`config.mk`:
```
export PLATFORM = sky130hd
export DESIGN_NAME = pscr_power_ctrl
export DESIGN_NICKNAME = d
export VERILOG_FILES = /design/src/pscr_pkg.sv /design/src/pscr_level_filter.sv /design/src/pscr_power_ctrl.sv
export VERILOG_INCLUDE_DIRS = /design/src
export SDC_FILE = /design/constraint.sdc
export NUM_CORES = 1
export LEC_CHECK = 0
export BUFFER_PORTS_ARGS = -buffer_cell sky130_fd_sc_hd__buf_2
export CAP_MARGIN = 20
export CORE_UTILIZATION = 52
export DETAILED_ROUTE_END_ITERATION = 6
export PLACE_DENSITY = 0.76
export SYNTH_ARGS = -nofsm -noshare
export SYNTH_HDL_FRONTEND = slang
export SYNTH_SLANG_ARGS = --single-unit
```
`constraint.sdc`:
```
create_clock -name clk -period 1.7 [get_ports clk]
set_input_delay 0.17 -clock clk [delete_from_list [all_inputs] [get_ports clk]]
set_output_delay 0.17 -clock clk [all_outputs]
set_load 0.01 [all_outputs]
```
`src/pscr_defines.svh`:
```
`ifndef PSCR_DEFINES_SVH
`define PSCR_DEFINES_SVH

// ****************************************************************
// clock and timing
// ****************************************************************
`define PSCR_CLK_PERIOD_NS 20
`define PSCR_FILT_CYC 3
`define PSCR_T_ACTIVE_NS 2000
`define PSCR_T_REFRESH_NS 20000
`define PSCR_ACTIVE_CYC ((`PSCR_T_ACTIVE_NS + `PSCR_CLK_PERIOD_NS - 1) / `PSCR_CLK_PERIOD_NS)
`define PSCR_REFRESH_CYC ((`PSCR_T_REFRESH_NS + `PSCR_CLK_PERIOD_NS - 1) / `PSCR_CLK_PERIOD_NS)

// ****************************************************************
// sizes and reset values
// ****************************************************************
`define PSCR_CH_NUM 2
`define PSCR_LVL_NUM 7
`define PSCR_FAULT_RST 1'b1
`define PSCR_REG_RESET_RST 1'b1
`define PSCR_LEVEL_RST 1'b0

`endif

```
`src/pscr_pkg.sv`:
```
package pscr_pkg;

   // ****************************************************************
   // power states
   // ****************************************************************
   typedef enum logic [3:0] {
      st_sleep = 4'h1,
      st_idle = 4'h2,
      st_limp = 4'h4,
      st_active = 4'h8
   } pscr_state_t;

   // ****************************************************************
   // monitored levels, high means present or set
   // ****************************************************************
   typedef struct packed {
      logic vin_ok;
      logic enable_uvlo_pin;
      logic internal_ldo_out;
      logic driver_supply;
      logic vdd_ok;
      logic backup_control_input;
      logic low_power_hold_bit;
   } pscr_levels_t;

endpackage : pscr_pkg

```
`src/pscr_level_filter.sv`:
```
`timescale 1ns/10ps
`default_nettype none
`include "pscr_defines.svh"

module pscr_level_filter #(
   parameter int unsigned FILT_CYC = `PSCR_FILT_CYC
) (
   input wire logic clk,
   input wire logic reset,
   input wire logic level_in,
   output logic level_out
);

   localparam int unsigned CW = $clog2(FILT_CYC + 1);

   logic [CW-1:0] cnt;

   // ****************************************************************
   // stability filter
   // ****************************************************************
   // settle before use
   always_ff @(posedge clk or posedge reset) begin
      if (reset) begin
         cnt <= '0;
         level_out <= `PSCR_LEVEL_RST;
      end else if (level_in == level_out) begin
         cnt <= '0;
      end else if (cnt == CW'(FILT_CYC - 1)) begin
         level_out <= level_in;
         cnt <= '0;
      end else begin
         cnt <= cnt + 1'b1;
      end
   end
endmodule : pscr_level_filter
`default_nettype wire

```
`src/pscr_power_ctrl.sv`:
```
`timescale 1ns/10ps
`default_nettype none
`include "pscr_defines.svh"

module pscr_power_ctrl #(
   parameter int unsigned CH_NUM = `PSCR_CH_NUM,
   parameter int unsigned FILT_CYC = `PSCR_FILT_CYC,
   parameter int unsigned ACTIVE_CYC = `PSCR_ACTIVE_CYC,
   parameter int unsigned REFRESH_CYC = `PSCR_REFRESH_CYC
) (
   input wire logic clk,
   input wire logic reset,
   input wire pscr_pkg::pscr_levels_t mon_raw,
   input wire logic [CH_NUM-1:0] dim_pwm_input,
   input wire logic [CH_NUM-1:0] dim_pwm_bit,
   input wire logic [CH_NUM-1:0] loop_control_reg,
   input wire logic [CH_NUM-1:0] bst_ok,
   input wire logic soft_reset_cmd_bit,
   input wire logic fault_flag_clear,
   output var pscr_pkg::pscr_state_t power_state,
   output logic reg_reset,
   output logic calib_reset,
   output logic spi_read_en,
   output logic spi_write_en,
   output logic ldo_enable,
   output logic [CH_NUM-1:0] switch_en,
   output logic [CH_NUM-1:0] high_side_driver,
   output logic [CH_NUM-1:0] bootstrap_refresh,
   output logic [CH_NUM-1:0] calib_read_en,
   output logic transmission_fault_flag
);

   import pscr_pkg::*;

   localparam int unsigned LVL_NUM = `PSCR_LVL_NUM;
   localparam int unsigned AW = $clog2(ACTIVE_CYC + 1);
   localparam int unsigned RW = $clog2(REFRESH_CYC + 1);

   logic [LVL_NUM-1:0] raw_vec;
   logic [LVL_NUM-1:0] filt_vec;
   pscr_levels_t f;
   pscr_state_t next_state;
   logic [AW-1:0] wake_cnt;
   logic wake_done;
   logic limp_entry;
   logic hw_rst;
   logic soft_rst;
   logic drv_ok;
   logic next_read;
   logic next_write;
   logic [CH_NUM-1:0] run_req;
   logic [CH_NUM-1:0] dim_on;
   logic [CH_NUM-1:0] refresh_pulse;

   // ****************************************************************
   // level filters
   // ****************************************************************
   assign raw_vec = mon_raw;
   assign f = pscr_levels_t'(filt_vec);

   genvar gi;
   generate
      for (gi = 0; gi < LVL_NUM; gi++) begin : g_filt
         pscr_level_filter #(
            .FILT_CYC(FILT_CYC)
         ) u_filt (
            .clk(clk),
            .reset(reset),
            .level_in(raw_vec[gi]),
            .level_out(filt_vec[gi])
         );
      end
   endgenerate

   // ****************************************************************
   // activation timer
   // ****************************************************************
   assign wake_done = (wake_cnt == AW'(ACTIVE_CYC));

   always_ff @(posedge clk or posedge reset) begin
      if (reset) begin
         wake_cnt <= '0;
      end else if (power_state != st_sleep || !f.enable_uvlo_pin) begin
         wake_cnt <= '0;
      end else if (!wake_done) begin
         wake_cnt <= wake_cnt + 1'b1;
      end
   end

   // ****************************************************************
   // state selection
   // ****************************************************************
   always_comb begin
      next_state = power_state;
      if (!f.enable_uvlo_pin) begin
         next_state = st_sleep;
      end else begin
         case (power_state)
            st_sleep: begin
               if (f.backup_control_input) begin
                  next_state = st_limp;
               end else if (f.low_power_hold_bit) begin
                  next_state = st_idle;
               end else if (wake_done) begin
                  next_state = st_active;
               end
            end
            st_idle: begin
               if (f.backup_control_input) begin
                  next_state = st_limp;
               end else if (!f.low_power_hold_bit) begin
                  next_state = st_active;
               end
            end
            st_active: begin
               if (f.backup_control_input) begin
                  next_state = st_limp;
               end else if (f.low_power_hold_bit) begin
                  next_state = st_idle;
               end
            end
            st_limp: begin
               if (!f.backup_control_input) begin
                  next_state = f.low_power_hold_bit ? st_idle : st_active;
               end
            end
            default: begin
               next_state = st_sleep;
            end
         endcase
      end
   end

   always_ff @(posedge clk or posedge reset) begin
      if (reset) begin
         power_state <= st_sleep;
      end else begin
         power_state <= next_state;
      end
   end

   // ****************************************************************
   // reset sources and access gating
   // ****************************************************************
   assign limp_entry = (next_state == st_limp) && (power_state != st_limp);
   assign hw_rst = !f.vdd_ok || !f.enable_uvlo_pin || (next_state == st_sleep) || limp_entry;
   assign soft_rst = soft_reset_cmd_bit && spi_write_en;
   assign next_read = f.vdd_ok && f.enable_uvlo_pin && (next_state != st_sleep);
   assign next_write = next_read && ((next_state == st_idle) || (next_state == st_active));

   always_ff @(posedge clk or posedge reset) begin
      if (reset) begin
         reg_reset <= `PSCR_REG_RESET_RST;
         calib_reset <= `PSCR_REG_RESET_RST;
      end else begin
         reg_reset <= hw_rst || soft_rst;
         calib_reset <= hw_rst;
      end
   end

   always_ff @(posedge clk or posedge reset) begin
      if (reset) begin
         spi_read_en <= 1'b0;
         spi_write_en <= 1'b0;
         calib_read_en <= '0;
      end else begin
         spi_read_en <= next_read;
         spi_write_en <= next_write;
         calib_read_en <= next_read ? loop_control_reg : '0;
      end
   end

   always_ff @(posedge clk or posedge reset) begin
      if (reset) begin
         transmission_fault_flag <= `PSCR_FAULT_RST;
      end else if (reg_reset) begin
         transmission_fault_flag <= 1'b1;
      end else if (fault_flag_clear) begin
         transmission_fault_flag <= 1'b0;
      end
   end

   always_ff @(posedge clk or posedge reset) begin
      if (reset) begin
         ldo_enable <= 1'b0;
      end else begin
         ldo_enable <= f.enable_uvlo_pin && (next_state != st_sleep);
      end
   end

   // ****************************************************************
   // channel drive
   // ****************************************************************
   // logic, driver and LDO supplies gate drivers
   assign drv_ok = f.vdd_ok && f.driver_supply && f.internal_ldo_out;
   assign dim_on = dim_pwm_input | dim_pwm_bit;

   generate
      for (gi = 0; gi < CH_NUM; gi++) begin : g_ch
         logic [RW-1:0] refresh_cnt;

         assign run_req[gi] = ((next_state == st_active) && dim_on[gi])
            || ((next_state == st_limp) && f.vin_ok);

         assign refresh_pulse[gi] = (refresh_cnt == RW'(REFRESH_CYC - 1)) && (next_state == st_active)
            && !dim_on[gi] && drv_ok;

         always_ff @(posedge clk or posedge reset) begin
            if (reset) begin
               refresh_cnt <= '0;
            end else if (next_state != st_active || dim_on[gi] || !drv_ok || refresh_pulse[gi]) begin
               refresh_cnt <= '0;
            end else begin
               refresh_cnt <= refresh_cnt + 1'b1;
            end
         end

         always_ff @(posedge clk or posedge reset) begin
            if (reset) begin
               switch_en[gi] <= 1'b0;
               high_side_driver[gi] <= 1'b0;
               bootstrap_refresh[gi] <= 1'b0;
            end else begin
               switch_en[gi] <= drv_ok && run_req[gi];
               high_side_driver[gi] <= drv_ok && run_req[gi] && bst_ok[gi];
               bootstrap_refresh[gi] <= refresh_pulse[gi];
            end
         end
      end
   endgenerate
endmodule : pscr_power_ctrl
`default_nettype wire

```
==> summary.md <==
| Metric | Value |
|---|---|
| Outcome | finished, violations left |
| Failing checks | setup timing |
| Num rows | 27 |
| CTS tree | done |
| DRC viols | 0 |
| Diode count | 0 |
| FF-to-FF path depth | 5 |
| Area after DPL | between 0.003 and 0.004 mm² |
| YS warnings | 0 |
| Synth async-reset ratio | 1.00 |
| DRT Pass-1 Iters | 4 |
| Post-DP HPWL | 4130 µm |
| Min Tclk post-route | 1.96 ns |
| Slowest stage cell, crit path | or4b_4 |
| Post-Syn Instances | roughly 260 |
| Boundary Pins | 37 |
| Post-Syn Nets | 280 |
| # fillers | a little under 400 |
| Full die area | between 0.006 and 0.007 mm² |
| Global-route wire length before repair | approximately 10000 µm |
| Post-synthesis sequential area ratio | 0.555 |
| Gr usage total | 0.221 |
| Initial antenna violation count | 0 |
| DRT iter0 DRCs | 142 |
| PD cells | 1390 mW/mm² |
| CP bufs+invs | 1 |
| Pwr Total | 5.41 mW |
| Clock sinks | 66 |
| Flop2flop setup slack | -0.26 ns |
| Req. time, crit path | between 1.5 and 2 ns |
| Antenna viol nets, final | 0 |
| CP top delay family | simple AND/OR/NAND/NOR gates |
| Via-to-Cell Ratio | between 5 and 6 |
| Slew HR | 0.584 |
| Syn Area/Cell | approximately 12 µm² |
| CP peak stage delay | between 0.5 and 0.6 ns |
| H-tree Lvls | 3 |
| Die height | 77.8 µm |
| Post-route setup slack | -0.259 ns |
| Final Util | 0.708 |
| Root buf cell | clkbuf_8 |
| Synthesized area | about 0.0030 mm² |
| Wirelength per Cell | 15.0 µm |
| Leakage | between 1.5 and 2 nW |
| Placed cell count | 393 |
| Hold Startpoint | loop_control_reg[0] |
| Final setup viols | 36 |
| Clock tree buffer depth | 2 |
| Worst setup path category | flop to flop |
| Post-synth EDFFs | 0 |
| Area Growth Syn to Fin | 30.6% |
| Largest net degree at the start of global routing | 29 |
| Final Max Slew Viols | 0 |
| Distinct cells, synth | 42 |
| Layout cell share with drive strength beyond 1 | 0.406 |
| Clock-pin transition on the worst setup and hold timing paths | 0.07 ns |
| GRT Residual Overflow | 0 |
| CP endpoint kind | flop |
| GPL Wtd Cong | 0.808 |
| Synth Flop Type | dfrtp_1 |
| Setup crit start kind | flop |
| Max Freq | around 500 MHz |
| # nets final | approximately 360 |
| Vias after detailed routing | approximately 2200 |
| Area share of the leading cell type in the synthesized netlist | 0.519 |
| Hold depth | 3 |
| Reg-to-reg critical path endpoint | g_ch[0].refresh_cnt[0] |
| RSZ-0062 raised after global routing | yes |
| Worst R2R Start | power_state[3] |
| Worst Tran Pin Value | 0.623 ns |
| Inserted Clock Buffers | 9 |
| Worst-path cell chain | or4b_4 -> nor3_4 -> o211ai_4 -> buf_6 -> nor3_2 |
| VDD IR-drop max | a little over 800 µV |
| Final Hold Violating Endpoints | 0 |
| Cell area after layout | between 0.003 and 0.004 mm² |
| Worst min path class | input port to flop |
| Port Buffers | 36 |
| Core area | between 0.005 and 0.006 mm² |
| Seq cells post-synth | 66 |
| Clock skew | just under 0.009 ns |
| Clk Latency, worst-skew pair | around 0.34 ns |
| Die width | roughly 78 µm |
| Hold Crit Endpoint | calib_read_en[0] |
| WP data arrival | 2.22 ns |
| Vias in the first global route | 2170 |
| Total Routed Length | roughly 6200 µm |
| Synth area leaders | dfrtp_1, xnor2_1, nor3_2, dfstp_2, mux2_2 |
| Critical Path Fanout Max | 8 |
| Initial Utilization | 0.542 |
| Final non-filler cell total | 417 |
| Final Cycle Share | 1.15 |
| Synth area leader | dfrtp_1 |
| Max-cap viol count | 0 |
[worst max-delay path by stage]
stage | end | slack [ns] | cells past startpoint | startpoint
2_1_floorplan | reg_reset | -0.12 | 4 | power_state[0]
3_3_place_gp | g_ch[0].refresh_cnt[1] | -0.18 | 5 | power_state[0]
3_5_place_dp | g_ch[1].refresh_cnt[2] | -0.25 | 4 | power_state[0]
4_1_cts | g_ch[1].refresh_cnt[2] | -0.21 | 4 | power_state[0]
5_1_grt | g_ch[1].refresh_cnt[5] | -0.30 | 5 | power_state[3]
6_report | g_ch[0].refresh_cnt[0] | -0.26 | 5 | power_state[3]
[cell families after synthesis]
| kind of cell | Yosys count | share of synthesized area |
|---|---|---|
| AND/OR/NAND/NOR | 119 | 0.246 |
| XOR/XNOR | 27 | 0.0792 |
| multiplexers | 8 | 0.0297 |
| flip-flops | 66 | 0.555 |
| adder cells (fa/ha/maj) | 4 | 0.0168 |
| AO/OA/AOI/OAI | 15 | 0.0457 |
| buffers and inverters | 18 | 0.0281 |
[cell usage in the layout (no fill, tap or decap), types with 3 or more instances in the layout]
master	netlist	layout
and3_1	3	3
buf_2	1	36
buf_4	0	31
buf_6	2	7
clkbuf_1	2	4
clkbuf_8	0	10
dfrtp_1	62	60
dfstp_2	4	4
ha_1	4	4
inv_1	13	11
mux2_2	7	7
nand2_1	17	17
nand2b_1	4	4
nand3_1	10	9
nand4_1	4	4
nand4b_1	3	3
nor2_1	18	16
nor2b_1	6	6
nor3_1	15	14
nor3_2	16	16
nor3b_1	8	7
xnor2_1	20	20
xor2_1	7	7
[through the flow]
| step | TNS [ns] | worst slack [ns] | hold WS [ns] |
|---|---|---|---|
| after CTS | -4.21 | -0.213 | 0.0219 |
| after global placement | -3.18 | -0.176 | 0.267 |
| final | -6.46 | -0.259 | 0.0309 |
| after detailed placement | -4.06 | -0.247 | 0.284 |
| after floorplan | -1.19 | -0.117 | 0.276 |
| after global routing | -8.55 | -0.302 | 0.0372 |
[routing by layer]
layer | share of wire | vias to the layer above | wire length, µm | GRT usage
met1 | 0.43 | 1092 | 2660 | 0.275
met5 | 0 | - | 0 | 0
li1 | - | 1060 | - | -
met3 | 0.047 | 11 | 292 | 0.0541
met2 | 0.51 | 67 | 3200 | 0.358
met4 | 0.014 | 0 | 89 | 0.113
[sequential cells by signal, indices dropped and copies added, names as in the netlist]
signal,cells
g_filt.u_filt.level_out,7
reg_reset,1
transmission_fault_flag,1
bootstrap_refresh,2
calib_read_en,2
wake_cnt,7
g_ch.refresh_cnt,20
switch_en,2
ldo_enable,1
spi_write_en,1
power_state,4
high_side_driver,2
g_filt.u_filt.cnt,14
calib_reset,1
spi_read_en,1
[timing repair]
item	4_1_cts	5_1_grt
pin swaps	4	11
endpoints found under the setup margin	33	37
hold buffers	1	0
hold endpoints to repair	25	0
gates resized for setup	2	26
setup buffers	3	3
gates cloned	0	1
[worst min-delay path, cell delays in order]
cell and delay, ns:
buf_2 0.10, inv_1 0.04, nor2_1 0.04
[final cells by class]
type | count | area, µm² | area share
inverter | 13 | 52.6 | 0.0135
tap | 72 | 90.1 | 0.0231
sequential | 66 | 1660 | 0.425
clock inverter | 2 | 60.1 | 0.0154
clock buffer | 14 | 153 | 0.0391
timing repair buffer | 76 | 522 | 0.134
multi-input combinational | 174 | 1360 | 0.350
[where the power goes]
| part | leakage (nW) | switching, mW | total (mW) | internal, mW |
|---|---|---|---|---|
| clock | 0.105 | 0.568 | 1.44 | 0.870 |
| combinational | 0.733 | 0.821 | 1.74 | 0.915 |
| sequential | 0.873 | 0.309 | 2.23 | 1.92 |
[synthesized netlist by cell type, types with 4 or more instances]
library cell and instances:
nor3_2 16, nor2_1 18, xnor2_1 20, nand2b_1 4, nand2_1 17, nand3_1 10, mux2_2 7, nand4_1 4
dfrtp_1 62, nor3b_1 8, inv_1 13, xor2_1 7, ha_1 4, nor2b_1 6, dfstp_2 4, nor3_1 15
Power figures use the tool's default switching activity.
